File: config.mk
export PLATFORM = sky130hd
export DESIGN_NAME = iefpb_bank
export DESIGN_NICKNAME = d
export VERILOG_FILES = /design/src/core/iefpb_pkg.sv /design/src/core/iefpb_bank.sv
export SDC_FILE = /design/constraint.sdc
export NUM_CORES = 1
export LEC_CHECK = 0
export CAP_MARGIN = 5
export CORE_ASPECT_RATIO = 0.8
export CORE_MARGIN = 3
export CORE_UTILIZATION = 58
export DETAILED_ROUTE_END_ITERATION = 7
export DONT_BUFFER_PORTS = 1
export PLACE_DENSITY = 0.74
export SYNTH_ARGS = -nofsm -noshare
export SYNTH_HDL_FRONTEND = slang
export SYNTH_SLANG_ARGS = --single-unit
File: constraint.sdc
create_clock -name sys_clk_i -period 2.85 [get_ports sys_clk_i]
set_clock_uncertainty 0.1 [all_clocks]
set_input_delay 0.57 -clock sys_clk_i [delete_from_list [all_inputs] [get_ports sys_clk_i]]
set_output_delay 0.57 -clock sys_clk_i [all_outputs]
set_load 0.01 [all_outputs]
File: src/core/iefpb_pkg.sv
// constants for the interrupt enable, flag and priority register bank
package iefpb_pkg;
    // register word addresses, one aligned word each
    localparam logic [3:0] ADDR_CTRL_MAIN  = 4'h0;
    localparam logic [3:0] ADDR_CTRL_EDGE  = 4'h1;
    localparam logic [3:0] ADDR_CTRL_EXT   = 4'h2;
    localparam logic [3:0] ADDR_PER_FLAGS  = 4'h3;
    localparam logic [3:0] ADDR_PER_ENABLE = 4'h4;
    localparam logic [3:0] ADDR_PER_PRIO   = 4'h5;
    localparam logic [3:0] ADDR_RESET_CTRL = 4'h6;
    localparam logic [3:0] ADDR_VECTOR     = 4'h7;
    localparam logic [3:0] ADDR_PORT_B     = 4'h8;
    // main control fields
    localparam int MAIN_GLOBAL_HIGH = 7;
    localparam int MAIN_PERIPH_LOW  = 6;
    localparam int MAIN_T0_EN       = 5;
    localparam int MAIN_X0_EN       = 4;
    localparam int MAIN_PC_EN       = 3;
    localparam int MAIN_T0_FLAG     = 2;
    localparam int MAIN_X0_FLAG     = 1;
    localparam int MAIN_PC_FLAG     = 0;
    // edge and priority fields
    localparam int EDGE_PULLUP_DIS = 7;
    localparam int EDGE_X0_RISE    = 6;
    localparam int EDGE_X1_RISE    = 5;
    localparam int EDGE_T0_PRIO    = 2;
    localparam int EDGE_PC_PRIO    = 0;
    // external pin register fields
    localparam int EXT_X2_PRIO = 7;
    localparam int EXT_X1_PRIO = 6;
    localparam int EXT_X2_EN   = 4;
    localparam int EXT_X1_EN   = 3;
    localparam int EXT_X2_FLAG = 1;
    localparam int EXT_X1_FLAG = 0;
    // peripheral flag fields
    localparam int PER_PSP  = 7;
    localparam int PER_RX   = 5;
    localparam int PER_TX   = 4;
    localparam int RESET_CTRL_PRIO_MODE = 7;
    // writable masks and reset values
    localparam logic [7:0] EDGE_WMASK = 8'he5;
    localparam logic [7:0] EXT_WMASK  = 8'hdb;
    localparam logic [7:0] PER_WMASK  = 8'hcf;
    localparam logic [7:0] MAIN_RESET = 8'h00;
    localparam logic [7:0] EDGE_RESET = 8'he5;
    localparam logic [7:0] EXT_RESET  = 8'hc0;
    localparam logic [7:0] ZERO8      = 8'h00;
    localparam logic [7:0] PRIO_RESET = 8'hff;
    // vector addresses
    localparam logic [23:0] VEC_HIGH = 24'h00_0008;
    localparam logic [23:0] VEC_LOW  = 24'h00_0018;
endpackage : iefpb_pkg

File: src/core/iefpb_bank.sv
// interrupt enable, flag and priority register bank with avalon slave
`timescale 1ns/10ps
// Function
// - flags set on their event regardless of any enable bit
// - without priority mode, main bit 7 gates every interrupt
// - with priority mode, main bit 7 enables high priority interrupts
// - without priority mode, main bit 6 gates peripheral interrupts
// - with priority mode, main bit 6 enables low priority interrupts
// - timer0 overflow sets flag bit 2, enabled by bit 5
// - external pin0 sets flag bit 1, enabled by bit 4
// - upper port pin change sets flag bit 0, enabled by bit 3
// - mismatch keeps re-setting port-change flag until port read
// - edge select bits 6 and 5: one rising, zero falling
// - second register bit 7 disables all port pull-ups
// - per-source priority bit one is high, zero is low
// - pins 2 and 1 enables bits 4,3, flags bits 1,0
// - unimplemented control bits read as zero
// - parallel port access and conversion done flags, software cleared
// - receive flag follows buffer full, cleared by buffer read
// - transmit flag follows buffer empty, cleared by buffer write
// - sync serial completion flag, software cleared
// - capture/compare flag from capture or compare, unused in pwm
// - timer2 match bit 1, timer1 overflow bit 0
// - small variant: parallel port flag reads zero
// - priority mode bit in reset control; off ignores priority bits
// - high requests vector 000008h, low 000018h, high preempts low
// - accepting an interrupt clears the applicable global enable
module iefpb_bank #(
    parameter bit LARGE_VARIANT = 1'b1
) (
    // clock and reset
    input  wire logic        sys_clk_i,
    input  wire logic        srst_i,
    // avalon-mm slave
    input  wire logic [3:0]  avs_address_i,
    input  wire logic        avs_read_i,
    input  wire logic        avs_write_i,
    input  wire logic [31:0] avs_writedata_i,
    input  wire logic [3:0]  avs_byteenable_i,
    output logic      [31:0] avs_readdata_o,
    output logic             avs_waitrequest_o,
    // event sources; pins and serial buffer states are levels, the others one-cycle pulses
    input  wire logic        timer0_overflow_i,
    input  wire logic        ext_pin0_i,
    input  wire logic        ext_pin1_i,
    input  wire logic        ext_pin2_i,
    input  wire logic [3:0]  upper_port_pins_i,
    input  wire logic        parallel_access_i,
    input  wire logic        conversion_done_i,
    input  wire logic        serial_receive_full_i,
    input  wire logic        serial_transmit_empty_i,
    input  wire logic        sync_serial_done_i,
    input  wire logic        ccp_capture_i,
    input  wire logic        ccp_compare_i,
    input  wire logic [1:0]  ccp_mode_i,
    input  wire logic        timer2_match_i,
    input  wire logic        timer1_overflow_i,
    // serial buffer accesses seen by the core
    output logic             serial_receive_read_o,
    output logic             serial_transmit_write_o,
    // core interface
    input  wire logic        core_accept_i,
    input  wire logic        core_return_i,
    input  wire logic        core_return_high_i,
    output logic             irq_high_o,
    output logic             irq_low_o,
    output logic [23:0]      irq_vector_o,
    output logic             port_pullup_disable_o
);
    // ccp mode codes: 0 capture, 1 compare, other pwm
    localparam logic [1:0] CCP_CAPTURE = 2'h0;
    localparam logic [1:0] CCP_COMPARE = 2'h1;

    logic [7:0] ctrl_main;
    logic [7:0] ctrl_edge;
    logic [7:0] ctrl_ext;
    logic [7:0] per_flags;
    logic [7:0] per_enable;
    logic [7:0] per_prio;
    logic       priority_mode_enable;
    logic [3:0] port_latch;
    logic [2:0] ext_prev;
    logic       in_low_service;
    logic [7:0] next_main;
    logic [7:0] next_ext;
    logic [7:0] next_per;
    logic       accept_high;
    logic       accept_low;
    // pins are unknown at reset, so the first sample after reset only primes ext_prev
    logic       ext_armed;

    // bus decode; waitrequest low always, one-cycle answer
    wire       wr_en     = avs_write_i & avs_byteenable_i[0];
    wire [7:0] wdata     = avs_writedata_i[7:0];
    wire       wr_main   = wr_en & (avs_address_i == iefpb_pkg::ADDR_CTRL_MAIN);
    wire       wr_edge   = wr_en & (avs_address_i == iefpb_pkg::ADDR_CTRL_EDGE);
    wire       wr_ext    = wr_en & (avs_address_i == iefpb_pkg::ADDR_CTRL_EXT);
    wire       wr_per    = wr_en & (avs_address_i == iefpb_pkg::ADDR_PER_FLAGS);
    wire       wr_pen    = wr_en & (avs_address_i == iefpb_pkg::ADDR_PER_ENABLE);
    wire       wr_ppr    = wr_en & (avs_address_i == iefpb_pkg::ADDR_PER_PRIO);
    wire       wr_rst    = wr_en & (avs_address_i == iefpb_pkg::ADDR_RESET_CTRL);
    wire       rd_port   = avs_read_i & (avs_address_i == iefpb_pkg::ADDR_PORT_B);
    assign avs_waitrequest_o = 1'b0;

    // edge detection on the external pins, sense chosen for pins 0 and 1, pin 2 rising only
    wire x0_rise = ctrl_edge[iefpb_pkg::EDGE_X0_RISE];
    wire x1_rise = ctrl_edge[iefpb_pkg::EDGE_X1_RISE];
    wire x0_evt  = ext_armed
                 & (x0_rise ? (ext_pin0_i & ~ext_prev[0]) : (~ext_pin0_i & ext_prev[0]));
    wire x1_evt  = ext_armed
                 & (x1_rise ? (ext_pin1_i & ~ext_prev[1]) : (~ext_pin1_i & ext_prev[1]));
    wire x2_evt  = ext_armed & ext_pin2_i & ~ext_prev[2];
    // mismatch stays true until a port read refreshes the latch
    wire pc_mismatch = |(upper_port_pins_i ^ port_latch);

    // capture/compare event only in capture or compare mode
    wire ccp_evt = ((ccp_mode_i == CCP_CAPTURE) & ccp_capture_i)
                 | ((ccp_mode_i == CCP_COMPARE) & ccp_compare_i);
    wire psp_ok  = LARGE_VARIANT;

    // main register: software write first, hardware set wins
    always_comb begin
        next_main = wr_main ? wdata : ctrl_main;
        if (timer0_overflow_i) begin
            next_main[iefpb_pkg::MAIN_T0_FLAG] = 1'b1;
        end
        if (x0_evt) begin
            next_main[iefpb_pkg::MAIN_X0_FLAG] = 1'b1;
        end
        if (pc_mismatch) begin
            next_main[iefpb_pkg::MAIN_PC_FLAG] = 1'b1;
        end
        if (accept_high) begin
            next_main[iefpb_pkg::MAIN_GLOBAL_HIGH] = 1'b0;
        end else if (accept_low) begin
            next_main[iefpb_pkg::MAIN_PERIPH_LOW] = 1'b0;
        end
        if (core_return_i) begin
            if (!priority_mode_enable || core_return_high_i) begin
                next_main[iefpb_pkg::MAIN_GLOBAL_HIGH] = 1'b1;
            end else begin
                next_main[iefpb_pkg::MAIN_PERIPH_LOW] = 1'b1;
            end
        end
    end

    // external pins register; unimplemented bits held at zero
    always_comb begin
        next_ext = wr_ext ? (wdata & iefpb_pkg::EXT_WMASK) : ctrl_ext;
        if (x1_evt) begin
            next_ext[iefpb_pkg::EXT_X1_FLAG] = 1'b1;
        end
        if (x2_evt) begin
            next_ext[iefpb_pkg::EXT_X2_FLAG] = 1'b1;
        end
    end

    // peripheral flags; receive and transmit track their buffers
    always_comb begin
        next_per = wr_per ? (wdata & iefpb_pkg::PER_WMASK) : per_flags;
        next_per[iefpb_pkg::PER_RX] = serial_receive_full_i;
        next_per[iefpb_pkg::PER_TX] = serial_transmit_empty_i;
        if (parallel_access_i) begin
            next_per[7] = 1'b1;
        end
        if (conversion_done_i) begin
            next_per[6] = 1'b1;
        end
        if (sync_serial_done_i) begin
            next_per[3] = 1'b1;
        end
        if (ccp_evt) begin
            next_per[2] = 1'b1;
        end
        if (timer2_match_i) begin
            next_per[1] = 1'b1;
        end
        if (timer1_overflow_i) begin
            next_per[0] = 1'b1;
        end
        next_per[iefpb_pkg::PER_PSP] = next_per[iefpb_pkg::PER_PSP] & psp_ok;
    end

    // per-source pending: flag and enable
    wire t0_p = ctrl_main[iefpb_pkg::MAIN_T0_FLAG] & ctrl_main[iefpb_pkg::MAIN_T0_EN];
    wire x0_p = ctrl_main[iefpb_pkg::MAIN_X0_FLAG] & ctrl_main[iefpb_pkg::MAIN_X0_EN];
    wire pc_p = ctrl_main[iefpb_pkg::MAIN_PC_FLAG] & ctrl_main[iefpb_pkg::MAIN_PC_EN];
    wire x1_p = ctrl_ext[iefpb_pkg::EXT_X1_FLAG] & ctrl_ext[iefpb_pkg::EXT_X1_EN];
    wire x2_p = ctrl_ext[iefpb_pkg::EXT_X2_FLAG] & ctrl_ext[iefpb_pkg::EXT_X2_EN];
    wire [7:0] per_p = per_flags & per_enable;
    // priority bits; external pin 0 is always high priority
    wire t0_hi = ctrl_edge[iefpb_pkg::EDGE_T0_PRIO];
    wire pc_hi = ctrl_edge[iefpb_pkg::EDGE_PC_PRIO];
    wire x1_hi = ctrl_ext[iefpb_pkg::EXT_X1_PRIO];
    wire x2_hi = ctrl_ext[iefpb_pkg::EXT_X2_PRIO];
    wire core_any_hi = x0_p | (t0_p & t0_hi) | (pc_p & pc_hi) | (x1_p & x1_hi) | (x2_p & x2_hi);
    wire core_any_lo = (t0_p & ~t0_hi) | (pc_p & ~pc_hi) | (x1_p & ~x1_hi) | (x2_p & ~x2_hi);
    wire per_any_hi  = |(per_p & per_prio);
    wire per_any_lo  = |(per_p & ~per_prio);
    wire core_any    = t0_p | x0_p | pc_p | x1_p | x2_p;
    wire g_hi        = ctrl_main[iefpb_pkg::MAIN_GLOBAL_HIGH];
    wire g_lo        = ctrl_main[iefpb_pkg::MAIN_PERIPH_LOW];

    // request gating by mode
    wire compat_req = g_hi & (core_any | (g_lo & (|per_p)));
    wire high_req   = g_hi & (core_any_hi | per_any_hi);
    wire low_req    = g_lo & (core_any_lo | per_any_lo) & ~in_low_service;
    wire req_high   = priority_mode_enable ? high_req : compat_req;
    wire req_low    = priority_mode_enable & low_req & ~req_high;
    assign accept_high = core_accept_i & req_high;
    assign accept_low  = core_accept_i & req_low;
    assign irq_high_o   = req_high;
    assign irq_low_o    = req_low;
    assign irq_vector_o = req_low ? iefpb_pkg::VEC_LOW : iefpb_pkg::VEC_HIGH;
    assign port_pullup_disable_o = ctrl_edge[iefpb_pkg::EDGE_PULLUP_DIS];

    // register update
    always_ff @(posedge sys_clk_i) begin
        if (srst_i) begin
            ctrl_main            <= iefpb_pkg::MAIN_RESET;
            ctrl_edge            <= iefpb_pkg::EDGE_RESET;
            ctrl_ext             <= iefpb_pkg::EXT_RESET;
            per_flags            <= iefpb_pkg::ZERO8;
            per_enable           <= iefpb_pkg::ZERO8;
            per_prio             <= iefpb_pkg::PRIO_RESET;
            priority_mode_enable <= 1'b0;
            port_latch           <= 4'h0;
            ext_prev             <= 3'h0;
            ext_armed            <= 1'b0;
            in_low_service       <= 1'b0;
        end else begin
            ext_armed <= 1'b1;
            ctrl_main <= next_main;
            ctrl_ext  <= next_ext;
            per_flags <= next_per;
            ext_prev  <= {ext_pin2_i, ext_pin1_i, ext_pin0_i};
            if (wr_edge) begin
                ctrl_edge <= wdata & iefpb_pkg::EDGE_WMASK;
            end
            if (wr_pen) begin
                per_enable <= wdata;
            end
            if (wr_ppr) begin
                per_prio <= wdata;
            end
            if (wr_rst) begin
                priority_mode_enable <= wdata[iefpb_pkg::RESET_CTRL_PRIO_MODE];
            end
            if (rd_port) begin
                port_latch <= upper_port_pins_i;
            end
            if (accept_low) begin
                in_low_service <= 1'b1;
            end else if (core_return_i && !core_return_high_i) begin
                in_low_service <= 1'b0;
            end
        end
    end

    // read mux, combinational; unmapped reads return zero
    logic [7:0] rd_mux;
    always_comb begin
        case (avs_address_i)
            iefpb_pkg::ADDR_CTRL_MAIN:  rd_mux = ctrl_main;
            iefpb_pkg::ADDR_CTRL_EDGE:  rd_mux = ctrl_edge;
            iefpb_pkg::ADDR_CTRL_EXT:   rd_mux = ctrl_ext;
            iefpb_pkg::ADDR_PER_FLAGS:  rd_mux = per_flags;
            iefpb_pkg::ADDR_PER_ENABLE: rd_mux = per_enable;
            iefpb_pkg::ADDR_PER_PRIO:   rd_mux = per_prio;
            iefpb_pkg::ADDR_RESET_CTRL: rd_mux = {priority_mode_enable, 7'h00};
            iefpb_pkg::ADDR_VECTOR:     rd_mux = irq_vector_o[7:0];
            iefpb_pkg::ADDR_PORT_B:     rd_mux = {upper_port_pins_i, 4'h0};
            default:                    rd_mux = iefpb_pkg::ZERO8;
        endcase
    end
    // readdata combinational with zero wait, valid at the sampling edge
    assign avs_readdata_o = avs_read_i ? {24'h00_0000, rd_mux} : 32'h0000_0000;
    // buffer access strobes toward the serial unit, which clears its own state
    assign serial_receive_read_o   = avs_read_i & (avs_address_i == iefpb_pkg::ADDR_PER_FLAGS);
    assign serial_transmit_write_o = wr_per;
endmodule : iefpb_bank

==> results of run 1 <==
[critical path: stages (launching register included)]
cell and delay (ns):
sky130_fd_sc_hd__dfxtp_1 0.37, sky130_fd_sc_hd__nand3_1 0.11, sky130_fd_sc_hd__nand4_1 0.16, sky130_fd_sc_hd__a311oi_2 0.31, sky130_fd_sc_hd__a22oi_2 0.16, sky130_fd_sc_hd__or4_4 0.50, sky130_fd_sc_hd__o22ai_4 0.15
[where the power goes]
part	switching, mW	leakage (nW)	internal [mW]	total [mW]
combinational	0.0841	0.819	0.0505	0.135
sequential	0.0204	0.433	0.761	0.781
clock	0.237	0.0585	0.287	0.524
[cell type report]
class / count / area [µm²] / area share (%)
Clock buffer: 7 / 86.3 / 2.73
Timing Repair Buffer: 6 / 45.0 / 1.42
Inverter: 7 / 26.3 / 0.830
Tap cell: 62 / 77.6 / 2.45
Multi-Input combinational cell: 306 / 1840 / 58.1
Clock inverter: 1 / 30.0 / 0.949
Sequential cell: 53 / 1060 / 33.5
[state kept, by name, indices dropped and copies added, names as in the netlist]
name                  cells
ctrl_main                 8
per_enable                8
per_flags                 8
per_prio                  8
ctrl_ext                  6
ctrl_edge                 5
port_latch                4
ext_prev                  3
ext_armed                 1
in_low_service            1
priority_mode_enable      1
[stage by stage]
stage | setup TNS (ns) | setup WS [ns] | util (%) | cell area [µm²] | hold WS, ns
3_3_place_gp | 0 | 0.255 | 58.7 | 3020 | 0.363
3_5_place_dp | 0 | 0.250 | 58.7 | 3020 | 0.371
4_1_cts | -0.0150 | -0.0150 | 61.1 | 3150 | 0.219
6_report | 0 | 0.129 | 61.4 | 3160 | 0.227
2_1_floorplan | 0 | 0.372 | - | 3340 | 0.345
5_1_grt | 0 | 0.0510 | 61.4 | 3160 | 0.203
[kinds of logic (layout without fill, tap and decap cells)]
| logic type | count (synthesis) | count (layout) | synth area share, % |
|---|---|---|---|
| DFF | 53 | 53 | 33.5 |
| other | 2 | 48 | 0.237 |
| and+or+nand+nor | 144 | 144 | 22.1 |
| buffers and inverters | 73 | 21 | 14.8 |
| muxes | 49 | 49 | 15.5 |
| AOI/OAI and AO/OA | 61 | 61 | 12.7 |
| xor gates and xnor gates | 4 | 4 | 1.10 |
[metal layers]
layer | part of all wire (%) | track usage (%)
met5 | 0 | 0
met2 | 44 | 38.6
met4 | 2.0 | 6.71
met3 | 11 | 7.49
met1 | 43 | 38.4
[cell usage in the layout (no fill, tap or decap), types with 2 or more instances in the layout]
cell type                  Yosys  final
sky130_fd_sc_hd__clkbuf_8      0      6
sky130_fd_sc_hd__nor3_2        2      2
sky130_fd_sc_hd__a311oi_2      1      2
sky130_fd_sc_hd__nand2_1      51     51
sky130_fd_sc_hd__a31oi_1       2      2
sky130_fd_sc_hd__a32oi_1       2      2
sky130_fd_sc_hd__and3_1        6      6
sky130_fd_sc_hd__nand3_1      15     15
sky130_fd_sc_hd__nor2_1       33     33
sky130_fd_sc_hd__nor3_1        5      5
sky130_fd_sc_hd__a221oi_1      2      2
sky130_fd_sc_hd__a222oi_1      3      3
sky130_fd_sc_hd__nand4_1       7      7
sky130_fd_sc_hd__inv_2         2      3
sky130_fd_sc_hd__nor4_1        2      2
sky130_fd_sc_hd__dfxtp_1      53     53
sky130_fd_sc_hd__buf_4        50      6
sky130_fd_sc_hd__xor2_1        4      4
sky130_fd_sc_hd__o21ai_0      11     11
sky130_fd_sc_hd__mux2_2        2      2
sky130_fd_sc_hd__a21oi_1      18     18
sky130_fd_sc_hd__nor2b_1      13     13
sky130_fd_sc_hd__inv_1         4      3
sky130_fd_sc_hd__a211oi_1      5      5
sky130_fd_sc_hd__o22ai_1       8      7
sky130_fd_sc_hd__mux2i_1      47     47
sky130_fd_sc_hd__conb_1        2     48
[cell usage after synthesis, drive strengths merged (2+ instances only)]
cell	number
a311oi	2
clkbuf	9
a32oi	2
nor2b	13
nand3	15
inv	6
a211oi	5
buf	57
a222oi	3
a221oi	2
o21ai	12
o22ai	8
a21oi	18
and3	6
mux2	2
nor3	8
conb	2
mux2i	47
nor4	2
a22oi	2
nor2	33
a31oi	2
nand4	8
nand2	51
or4	2
dfxtp	53
xor2	4
[worst min-delay path by stage]
stage	from	to	slack (ns)
2_1_floorplan	ext_armed	ctrl_ext[0]	0.35
3_3_place_gp	ext_armed	ctrl_main[1]	0.36
3_5_place_dp	ext_armed	ctrl_ext[0]	0.37
4_1_cts	srst_i	per_flags[5]	0.22
5_1_grt	srst_i	ctrl_ext[1]	0.20
6_report	srst_i	per_flags[5]	0.23
[what timing repair did]
item                       4_1_cts  5_1_grt
setup endpoints to repair        3        3
pin swaps                        0        1
buffers inserted                 0        0
resized for setup                2        3
hold buffers                     0        0
==> impl_summary.txt, run 1 <==
----------------------------------------------------
[Setup path]
  Worst setup path startpoint ... ctrl_ext[6]
  Maximum fanout encountered on the critical timing path ... 4
  Endpoint of the worst setup timing path ... avs_readdata_o[4]
  Critical path data required time ... 2.18 ns
  Setup slack, reg-to-reg ... 0.82 ns
  Crit Reg-Reg Startpoint ... ctrl_ext[6]
  Critical path data arrival time ... 2.05 ns
  Launching element type of the critical path ... flip-flop
  Reg-to-Reg End ... in_low_service
  Critical path start-end classification ... flip-flop to output pin
  Cells on worst reg2reg path ... 6
  Worst Setup End Kind ... output pin

[Floorplanning]
  Starting density of the core ... 61.5%
  Die X-Extent ... 88.7 µm
  IO Count ... 128
  Core region area ... 0.00515 mm²
  Area of the die ... 0.00640 mm²
  Die Y ... 72.1 µm
  Row count ... 23

[Run]
  Max capacitance violation total ... 0

[Hold path]
  Kind of path behind the tightest hold check ... input port to flip-flop
  Hold path depth ... 1

[Route]
  Vias per inst ... 6.08
  Total vias in the final route ... 2,687
  Number of routed nets with antenna violations ... 0
  Total DRC errors in the routed layout ... 0
  Overall routed net length ... 8530 µm
  Number of design-rule violations left by the first detailed-router iteration ... 242
  Average routed wire per standard cell ... 19.3 µm
  Iteration count of the initial detailed-routing pass ... 5

[Global route]
  Largest net degree at the start of global routing ... 39
  Sum of overflow across all layers after global routing ... 0
  Overall fraction of global-route tracks in use ... 26.4%
  Via count of the first global-routing pass ... 2,336
  First-pass GRT wire length ... 12,700 µm
  Initial antenna violation count ... 0

[Layout]
  Ratio of cells with drive above 1 in the final layout ... 7.89%
  Growth of design area from synthesis to finish ... -0.197%
  Final antenna diode count ... 0
  Final Net Count ... 445
  Cell Count, Final, Fillers Out ... 442
  Number of inserted filler cells in the final layout ... 470

[Clock tree]
  CTS Buf Count ... 5
  Root buf cell ... sky130_fd_sc_hd__clkbuf_8
  Maximum root-to-sink buffer count ... 2
  TritonCTS clock tree ... built
  Clock latency of the later-clocked register in the worst-skew pair ... 0.30 ns
  H-Tree Level Count ... 2
  CTS clk-pin slew, worst paths ... 0.10 ns
  Clock tree sinks ... 53

[STA]
  Number of pins with negative max-slew slack in the final report ... 0
  Upper clock frequency limit ... 368 MHz
  Number of failing hold endpoints at the final stage ... 0
  Unrepaired setup endpoints after global routing ... false
  Headroom to the max-slew limit ... 58.8%
  Time the worst path needs with I/O delays and setup ... 2.72 ns
  Period utilisation layout ... 95.5%
  Transition at the pin with the smallest max-transition slack ... 0.616 ns
  Count of final setup violators ... 0

[Power and ir drop]
  Total power draw ... 1.44 mW
  Static leakage power ... 1.31 nW
  Pwr dens ... 455 mW/mm²
  VDD IR max ... 0.359 mV

[Yosys]
  Share of flip-flops with an asynchronous set or reset after synthesis ... 0%
  Dominant synthesized flop cell ... sky130_fd_sc_hd__dfxtp_1
  Per-instance average area after synthesis ... 8.21 µm²
  Post-synthesis sequential element count ... 53
  Count of different cell masters after synthesis ... 48
  Warnings from Yosys ... 0
  EDFF count, synth ... 0
  Area contributors post-synth ... sky130_fd_sc_hd__dfxtp_1 33%, sky130_fd_sc_hd__mux2i_1 15%, sky130_fd_sc_hd__buf_4 12%
  Gate Count Post-Synth ... 386
  Post-synth top area cell ... sky130_fd_sc_hd__dfxtp_1
  Post-Syn Area ... 0.00317 mm²
  Sequential element share of the synthesized area ... 33.5%
  Portion of synthesized cell area occupied by the leading cell type ... 33.5%

[Placed design]
  Total placed cells including tap cells ... 434
  Port Buffers ... 0
  Post-DP HPWL ... 6300 µm
  GP Congestion ... 0.948

[Run status]
  Run status ... complete, no violations

----------------------------------------------------
No activity file was read; power rests on OpenSTA's default activity.
==> inputs of run 2 (changes only) <==
--- a/config.mk
+++ b/config.mk
@@ -5,6 +5,7 @@
 export SDC_FILE = /design/constraint.sdc
 export NUM_CORES = 1
 export LEC_CHECK = 0
+export ABC_AREA = 1
 export CAP_MARGIN = 5
 export CORE_ASPECT_RATIO = 0.8
 export CORE_MARGIN = 3
==> run 2 against run 1 <==
Net effect:
- non-clock buffer count down 5
- routed wire length down 0.67%
- core utilization down 1.2 points
- cell area down 1.9%
- critical endpoint unchanged
- highest routed layer unchanged
==> impl_summary.txt, run 2 <==
----------------------------------------------------
[Run status]
  Run status ... complete, no violations (unchanged)

[Floorplanning]
  Row count ... 23 (unchanged)
  Core region area ... 0.00515 mm² (unchanged)
  Die X-Extent ... 88.6 µm (was 88.7 µm)
  IO Count ... 128 (unchanged)
  Die Y ... 72.1 µm (about the same)
  Starting density of the core ... 61.5% (about the same)
  Area of the die ... 0.00639 mm² (was 0.00640 mm²)

[Route]
  Average routed wire per standard cell ... 16.0 µm (was 19.3 µm)
  Number of routed nets with antenna violations ... 0 (unchanged)
  Iteration count of the initial detailed-routing pass ... 5 (unchanged)
  Overall routed net length ... 8470 µm (was 8530 µm)
  Vias per inst ... 5.45 (was 6.08)
  Total DRC errors in the routed layout ... 0 (unchanged)
  Total vias in the final route ... 2,876 (was 2,687)
  Number of design-rule violations left by the first detailed-router iteration ... 251 (was 242)

[Power and ir drop]
  VDD IR max ... 0.292 mV (was 0.359 mV)
  Static leakage power ... 1.55 nW (was 1.31 nW)
  Pwr dens ... 469 mW/mm² (was 455 mW/mm²)
  Total power draw ... 1.46 mW (was 1.44 mW)

[Layout]
  Final antenna diode count ... 0 (unchanged)
  Most frequent standard cell in the layout excluding fill and tap cells ... sky130_fd_sc_hd__nand2_1 (was sky130_fd_sc_hd__dfxtp_1)
  Highest-count cells in the layout ignoring fill and taps ... 79 x sky130_fd_sc_hd__nand2_1, 67 x sky130_fd_sc_hd__inv_1, 53 x sky130_fd_sc_hd__dfxtp_1 (was 53 x sky130_fd_sc_hd__dfxtp_1, 51 x sky130_fd_sc_hd__nand2_1, 48 x sky130_fd_sc_hd__conb_1)
  Ratio of cells with drive above 1 in the final layout ... 4.94% (was 7.89%)
  Number of inserted filler cells in the final layout ... 518 (was 470)
  Final Net Count ... 532 (was 445)
  Cell Count, Final, Fillers Out ... 528 (was 442)
  Growth of design area from synthesis to finish ... -1.98% (was -0.197%)

[Run]
  Max capacitance violation total ... 0 (unchanged)

[Global route]
  Initial antenna violation count ... 0 (unchanged)
  Overall fraction of global-route tracks in use ... 27.3% (was 26.4%)
  First-pass GRT wire length ... 13,200 µm (was 12,700 µm)
  Largest net degree at the start of global routing ... 31 (was 39)
  Via count of the first global-routing pass ... 2,574 (was 2,336)
  Sum of overflow across all layers after global routing ... 0 (unchanged)

[Setup path]
  Cell repeated most along the worst path ... sky130_fd_sc_hd__nand3_1
  Setup slack, reg-to-reg ... 1.36 ns (was 0.82 ns)
  Number of buffer and inverter stages on the critical path ... 1 (was 0)
  Critical path data arrival time ... 1.94 ns (was 2.05 ns)
  Worst Setup End Kind ... output pin (unchanged)
  Maximum fanout encountered on the critical timing path ... 4 (unchanged)
  Critical path start-end classification ... flip-flop to output pin (unchanged)
  Launching element type of the critical path ... flip-flop (unchanged)
  Highest cell delay on the worst timing path ... 0.36 ns (was 0.50 ns)
  Series of cell instances along the critical path ... nand3_1 > o21ai_0 > nor2_1 > nand3_1 > nand3_1 > nand2_1 > inv_1 > nand2_1 > a21oi_1 (was nand3_1 > nand4_1 > a311oi_2 > a22oi_2 > or4_4 > o22ai_4)
  Top delay family on crit path ... simple AND/OR/NAND/NOR gates (unchanged)
  Slowest cell on the critical path ... sky130_fd_sc_hd__dfxtp_1 (was sky130_fd_sc_hd__or4_4)
  Critical path data required time ... 2.18 ns (about the same)

[Clock tree]
  H-Tree Level Count ... 2 (unchanged)
  CTS resizes ... 0 (was 2)
  Clock tree sinks ... 53 (unchanged)
  CTS Hold Buffers Added ... 0 (unchanged)
  Setup Buffers After CTS ... 0 (unchanged)
  Root buf cell ... sky130_fd_sc_hd__clkbuf_8 (unchanged)
  Clock latency of the later-clocked register in the worst-skew pair ... 0.32 ns (was 0.30 ns)
  TritonCTS clock tree ... built (unchanged)
  Maximum root-to-sink buffer count ... 2 (unchanged)
  CTS Buf Count ... 5 (unchanged)
  CTS clk-pin slew, worst paths ... 0.11 ns (was 0.10 ns)

[Yosys]
  Sequential element share of the synthesized area ... 33.5% (about the same)
  Most numerous cell types in the synthesized netlist ... 79 x sky130_fd_sc_hd__nand2_1, 67 x sky130_fd_sc_hd__inv_1, 53 x sky130_fd_sc_hd__dfxtp_1 (was 53 x sky130_fd_sc_hd__dfxtp_1, 51 x sky130_fd_sc_hd__nand2_1, 50 x sky130_fd_sc_hd__buf_4)
  Gate Count Post-Synth ... 470 (was 386)
  Post-Syn Area ... 0.00317 mm² (about the same)
  Adder-cell area share of the yosys netlist ... 0% (unchanged)
  Post-synth top area cell ... sky130_fd_sc_hd__dfxtp_1 (unchanged)
  Most repeated cell in the gate-level netlist after synthesis ... sky130_fd_sc_hd__nand2_1 (was sky130_fd_sc_hd__dfxtp_1)
  Post-synthesis share of cell area spent on xor and xnor gates ... 0.553% (was 1.10%)
  Synthesized-area fraction occupied by and/or/nand/nor cells ... 23.9% (was 22.1%)
  Portion of synthesized cell area occupied by the leading cell type ... 33.5% (about the same)
  Per-instance average area after synthesis ... 6.74 µm² (was 8.21 µm²)
  Area contributors post-synth ... sky130_fd_sc_hd__dfxtp_1 34%, sky130_fd_sc_hd__buf_4 12%, sky130_fd_sc_hd__nand2_1 9.4% (was sky130_fd_sc_hd__dfxtp_1 33%, sky130_fd_sc_hd__mux2i_1 15%, sky130_fd_sc_hd__buf_4 12%)
  Warnings from Yosys ... 0 (unchanged)
  Multiplexer share of the synthesized area ... 0% (was 15.5%)
  EDFF count, synth ... 0 (unchanged)
  Dominant synthesized flop cell ... sky130_fd_sc_hd__dfxtp_1 (unchanged)
  Area fraction in compound gates after synthesis ... 19.8% (was 12.7%)
  Count of different cell masters after synthesis ... 33 (was 48)
  Share of flip-flops with an asynchronous set or reset after synthesis ... 0% (unchanged)
  Post-synthesis sequential element count ... 53 (unchanged)
  Dominant combinational cell family by area after synthesis ... simple AND/OR/NAND/NOR gates (unchanged)

[Placed design]
  Post-placement setup slack ... 0.463 ns (was 0.250 ns)
  GP Congestion ... 0.950 (was 0.948)
  Total placed cells including tap cells ... 521 (was 434)
  Post-DP HPWL ... 6430 µm (was 6300 µm)
  Port Buffers ... 0 (unchanged)

[STA]
  Unrepaired setup endpoints after global routing ... false (unchanged)
  Headroom to the max-slew limit ... 51.5% (was 58.8%)
  Total negative slack ... 0 ns (unchanged)
  Transition at the pin with the smallest max-transition slack ... 0.727 ns (was 0.616 ns)
  Number of failing hold endpoints at the final stage ... 0 (unchanged)
  Count of final setup violators ... 0 (unchanged)
  Upper clock frequency limit ... 384 MHz (was 368 MHz)
  Period utilisation layout ... 91.5% (was 95.5%)
  Min Hold Slack ... 0.213 ns (was 0.227 ns)
  Number of pins with negative max-slew slack in the final report ... 0 (unchanged)
  Time the worst path needs with I/O delays and setup ... 2.61 ns (was 2.72 ns)
  Worst setup margin ... 0.243 ns (was 0.129 ns)

[Hold path]
  Kind of path behind the tightest hold check ... input port to flip-flop (unchanged)

----------------------------------------------------
run 2: changes by cell type in the layout (fill, tap and decap cells not counted), moves of 4 or more:
cell | previous run | this run
sky130_fd_sc_hd__inv_1 | 3 | 67
sky130_fd_sc_hd__nor2_2 | 0 | 4
sky130_fd_sc_hd__o21ai_0 | 11 | 51
sky130_fd_sc_hd__nand3_1 | 15 | 36
sky130_fd_sc_hd__nor2b_1 | 13 | 0
sky130_fd_sc_hd__buf_4 | 6 | 1
sky130_fd_sc_hd__nand4_1 | 7 | 2
sky130_fd_sc_hd__nand2_1 | 51 | 79
sky130_fd_sc_hd__and3_1 | 6 | 0
sky130_fd_sc_hd__mux2i_1 | 47 | 0
sky130_fd_sc_hd__a21oi_1 | 18 | 41
run 2: final timing paths:
kind | cells past startpoint | start | endpoint
worst max-delay path | 9 | per_enable[6] | avs_readdata_o[4]
worst min-delay path | 1 | srst_i | per_flags[5]
worst max register to register | 9 | per_flags[6] | ctrl_main[7]
worst min register to register | 2 | port_latch[1] | port_latch[1]
run 2: cell type report:
class                      count  area (µm²)  share of cell area [%]
multi-input combinational    334        1580                    50.9
clock inverter                 2        38.8                    1.25
tap                           62        77.6                    2.50
inverter                      71         272                    8.75
sequential                    53        1060                    34.2
clock buffer                   5        68.8                    2.22
timing repair buffer           1        7.51                   0.242
run 2: through the flow:
| step | instance area, µm² | util [%] |
|---|---|---|
| floorplan | 3340 | - |
| global placement | 3000 | 58.2 |
| detailed placement | 3000 | 58.2 |
| CTS | 3100 | 60.3 |
| global route | 3100 | 60.3 |
| finish | 3100 | 60.3 |
run 2: kinds of logic (layout without fill, tap and decap cells):
group / Yosys count / after routing
and+or+nand+nor: 169 / 169
buffers and inverters: 129 / 79
DFF: 53 / 53
xor gates and xnor gates: 2 / 2
other: 2 / 48
AOI/OAI and AO/OA: 115 / 115
run 2: per-layer routing:
metal / up-vias / track usage [%] / share of wire, %
li1: 1428 / - / -
met1: 1285 / 38.5 / 45
met2: 147 / 42.7 / 44
met3: 16 / 5.45 / 9.1
met4: 0 / 7.38 / 1.6
met5: - / 0 / 0
run 2: power by group:
group	switching, mW	internal, mW	leakage [nW]	total, mW
combinational	0.104	0.0399	1.06	0.144
clock	0.264	0.261	0.0546	0.524
sequential	0.0242	0.764	0.434	0.788
total	0.392	1.06	1.55	1.46
==> inputs of run 3 (changes only) <==
--- a/config.mk
+++ b/config.mk
@@ -9,10 +9,11 @@
 export CAP_MARGIN = 5
 export CORE_ASPECT_RATIO = 0.8
 export CORE_MARGIN = 3
-export CORE_UTILIZATION = 58
+export CORE_UTILIZATION = 60
+export CTS_CLUSTER_DIAMETER = 30
 export DETAILED_ROUTE_END_ITERATION = 7
 export DONT_BUFFER_PORTS = 1
-export PLACE_DENSITY = 0.74
+export PLACE_DENSITY = 0.76
 export SYNTH_ARGS = -nofsm -noshare
 export SYNTH_HDL_FRONTEND = slang
 export SYNTH_SLANG_ARGS = --single-unit
==> run 3 against run 2 <==
Net effect:
- first-iteration DRC count fell by 13%
- global-route usage is 0.69 points higher
- setup slack lost 0.075 ns
- sequential share of layout area up 0.11 points
- sequential power barely moved
- largest power group unchanged
- highest routed layer unchanged
- clock-buffer cell count stayed put
- non-clock buffer count fell by 1
==> impl_summary.txt, run 3 (synthesis gave the netlist of run 2 again) <==
----------------------------------------------------
[Power and ir drop]
  Portion of total power attributed to sequential cells ... 54.2% (was 54.1%)
  Total power draw ... 1.45 mW (was 1.46 mW)
  Cell-internal power ... 1.06 mW (about the same)
  VDD IR max ... 0.320 mV (was 0.292 mV)
  Switching power total ... 391 µW (was 392 µW)
  Clock network fraction of design power ... 35.8% (was 36.0%)
  Pwr dens ... 470 mW/mm² (was 469 mW/mm²)
  Logic pwr share ... 10.0% (was 9.9%)
  Static leakage power ... 1.55 nW (about the same)
  Sw Ratio ... 26.9% (about the same)

[Clock tree]
  Clock latency of the later-clocked register in the worst-skew pair ... 0.31 ns (was 0.32 ns)
  CTS resizes ... 0 (unchanged)
  CTS Buf Count ... 5 (unchanged)
  TritonCTS clock tree ... built (unchanged)
  H-Tree Level Count ... 2 (unchanged)
  CTS Hold Buffers Added ... 0 (unchanged)
  Setup Buffers After CTS ... 0 (unchanged)
  CTS clk-pin slew, worst paths ... 0.10 ns (was 0.11 ns)
  Root buf cell ... sky130_fd_sc_hd__clkbuf_8 (unchanged)
  Maximum root-to-sink buffer count ... 2 (unchanged)
  Clock tree sinks ... 53 (unchanged)

[Setup path]
  Slowest cell on the critical path ... sky130_fd_sc_hd__dfxtp_1 (unchanged)
  Launching element type of the critical path ... flip-flop (unchanged)
  Top delay family on crit path ... simple AND/OR/NAND/NOR gates (unchanged)
  Highest cell delay on the worst timing path ... 0.38 ns (was 0.36 ns)
  Critical path start-end classification ... flip-flop to output pin (unchanged)
  Cells on worst reg2reg path ... 9 (unchanged)
  Maximum fanout encountered on the critical timing path ... 5 (was 4)
  Setup slack, reg-to-reg ... 1.26 ns (was 1.36 ns)
  Cell repeated most along the worst path ... sky130_fd_sc_hd__nand3_1 (unchanged)
  Series of cell instances along the critical path ... nand3_1 > o21ai_0 > nor2_1 > nand3_1 > nand3_1 > nand2_1 > inv_1 > nand2_1 > a21oi_1 (unchanged)
  Reg-to-Reg End ... ctrl_main[7] (unchanged)
  Critical path data required time ... 2.18 ns (about the same)
  Worst Setup End Kind ... output pin (unchanged)
  Number of buffer and inverter stages on the critical path ... 1 (unchanged)
  Critical path data arrival time ... 2.01 ns (was 1.94 ns)
  Crit Reg-Reg Startpoint ... per_flags[6] (unchanged)

[Route]
  Total vias in the final route ... 2,910 (was 2,876)
  Total DRC errors in the routed layout ... 0 (unchanged)
  Vias per inst ... 5.54 (was 5.45)
  Number of design-rule violations left by the first detailed-router iteration ... 218 (was 251)
  Number of routed nets with antenna violations ... 0 (unchanged)
  Iteration count of the initial detailed-routing pass ... 5 (unchanged)
  Overall routed net length ... 8780 µm (was 8470 µm)
  Average routed wire per standard cell ... 16.7 µm (was 16.0 µm)

[Hold path]
  End point of the worst hold path ... per_flags[5] (unchanged)
  Hold path depth ... 1 (unchanged)
  Hold_sp ... srst_i (unchanged)
  Kind of path behind the tightest hold check ... input port to flip-flop (unchanged)

[Floorplanning]
  Area of the die ... 0.00619 mm² (was 0.00639 mm²)
  Row count ... 22 (was 23)
  Core region area ... 0.00484 mm² (was 0.00515 mm²)
  Die X-Extent ... 87.2 µm (was 88.6 µm)
  Starting density of the core ... 65.4% (was 61.5%)
  Die Y ... 71.0 µm (was 72.1 µm)
  IO Count ... 128 (unchanged)

[STA]
  Upper clock frequency limit ... 373 MHz (was 384 MHz)
  Min Hold Slack ... 0.215 ns (was 0.213 ns)
  Total negative slack ... 0 ns (unchanged)
  Transition at the pin with the smallest max-transition slack ... 0.773 ns (was 0.727 ns)
  Count of final setup violators ... 0 (unchanged)
  Unrepaired setup endpoints after global routing ... false (unchanged)
  Number of pins with negative max-slew slack in the final report ... 0 (unchanged)
  Number of failing hold endpoints at the final stage ... 0 (unchanged)
  Headroom to the max-slew limit ... 48.4% (was 51.5%)
  Period utilisation layout ... 94.1% (was 91.5%)
  Time the worst path needs with I/O delays and setup ... 2.68 ns (was 2.61 ns)

[Layout]
  Final antenna diode count ... 0 (unchanged)
  Final Net Count ... 531 (was 532)
  Most frequent standard cell in the layout excluding fill and tap cells ... sky130_fd_sc_hd__nand2_1 (unchanged)
  Ratio of cells with drive above 1 in the final layout ... 4.73% (was 4.94%)
  Growth of design area from synthesis to finish ... -2.29% (was -1.98%)
  Cell Count, Final, Fillers Out ... 525 (was 528)
  Cell area after layout ... 0.00309 mm² (was 0.00310 mm²)
  Highest-count cells in the layout ignoring fill and taps ... 79 x sky130_fd_sc_hd__nand2_1, 67 x sky130_fd_sc_hd__inv_1, 53 x sky130_fd_sc_hd__dfxtp_1 (unchanged)
  Number of inserted filler cells in the final layout ... 460 (was 518)

[Global route]
  Overall fraction of global-route tracks in use ... 28.0% (was 27.3%)
  First-pass GRT wire length ... 13,200 µm (about the same)
  Via count of the first global-routing pass ... 2,486 (was 2,574)
  Sum of overflow across all layers after global routing ... 0 (unchanged)
  Initial antenna violation count ... 0 (unchanged)
  Largest net degree at the start of global routing ... 31 (unchanged)

[Run]
  Max capacitance violation total ... 0 (unchanged)

[Placed design]
  Dpl cell area ... 0.00299 mm² (was 0.00300 mm²)
  Total placed cells including tap cells ... 518 (was 521)
  GP Congestion ... 0.951 (was 0.950)
  Port Buffers ... 0 (unchanged)
  Post-DP HPWL ... 6650 µm (was 6430 µm)

[Run status]
  Run status ... complete, no violations (unchanged)

----------------------------------------------------
run 3: changes by cell type in the layout (fill, tap and decap cells not counted):
| cell | change |
|---|---|
| sky130_fd_sc_hd__buf_4 | -1 |
run 3: worst max-delay path by stage:
stage	startpoint	to	slack, ns	cells past startpoint
after floorplan	avs_address_i[1]	avs_readdata_o[4]	0.78	5
after global placement	avs_address_i[1]	avs_readdata_o[4]	0.44	5
after detailed placement	avs_address_i[1]	avs_readdata_o[4]	0.43	5
after CTS	per_flags[6]	avs_readdata_o[4]	0.22	9
after global routing	per_flags[6]	avs_readdata_o[4]	0.05	9
final	per_flags[6]	avs_readdata_o[4]	0.17	9
run 3: power groups by stage:
stage                     Combinational, mW  Sequential, mW  Clock, mW
after floorplan                       0.172           0.796          0
after global placement                0.139           0.804          0
after detailed placement              0.142           0.804          0
after CTS                             0.142           0.787      0.524
after global routing                  0.164           0.790      0.552
final                                 0.146           0.788      0.521
run 3: cell type report:
cell class / count / area (µm²) / area share [%]
clock buffer: 5 / 68.8 / 2.22
multi-input combinational: 334 / 1580 / 51.0
sequential: 53 / 1060 / 34.3
inverter: 71 / 272 / 8.77
tap: 60 / 75.1 / 2.43
clock inverter: 2 / 38.8 / 1.25
run 3: metrics by stage:
stage               setup slack [ns]  util (%)
floorplan                      0.775         -
global placement               0.441      61.6
detailed placement             0.431      61.6
CTS                            0.224      63.9
global route                  0.0503      63.9
finish                         0.169      63.9
run 3: metal layers:
layer	up-vias	track usage (%)	routed length (µm)
met5	-	0	0
met4	0	6.47	78
met3	9	6.52	853
met2	155	44.7	4030
met1	1332	38.4	3830
li1	1414	-	-
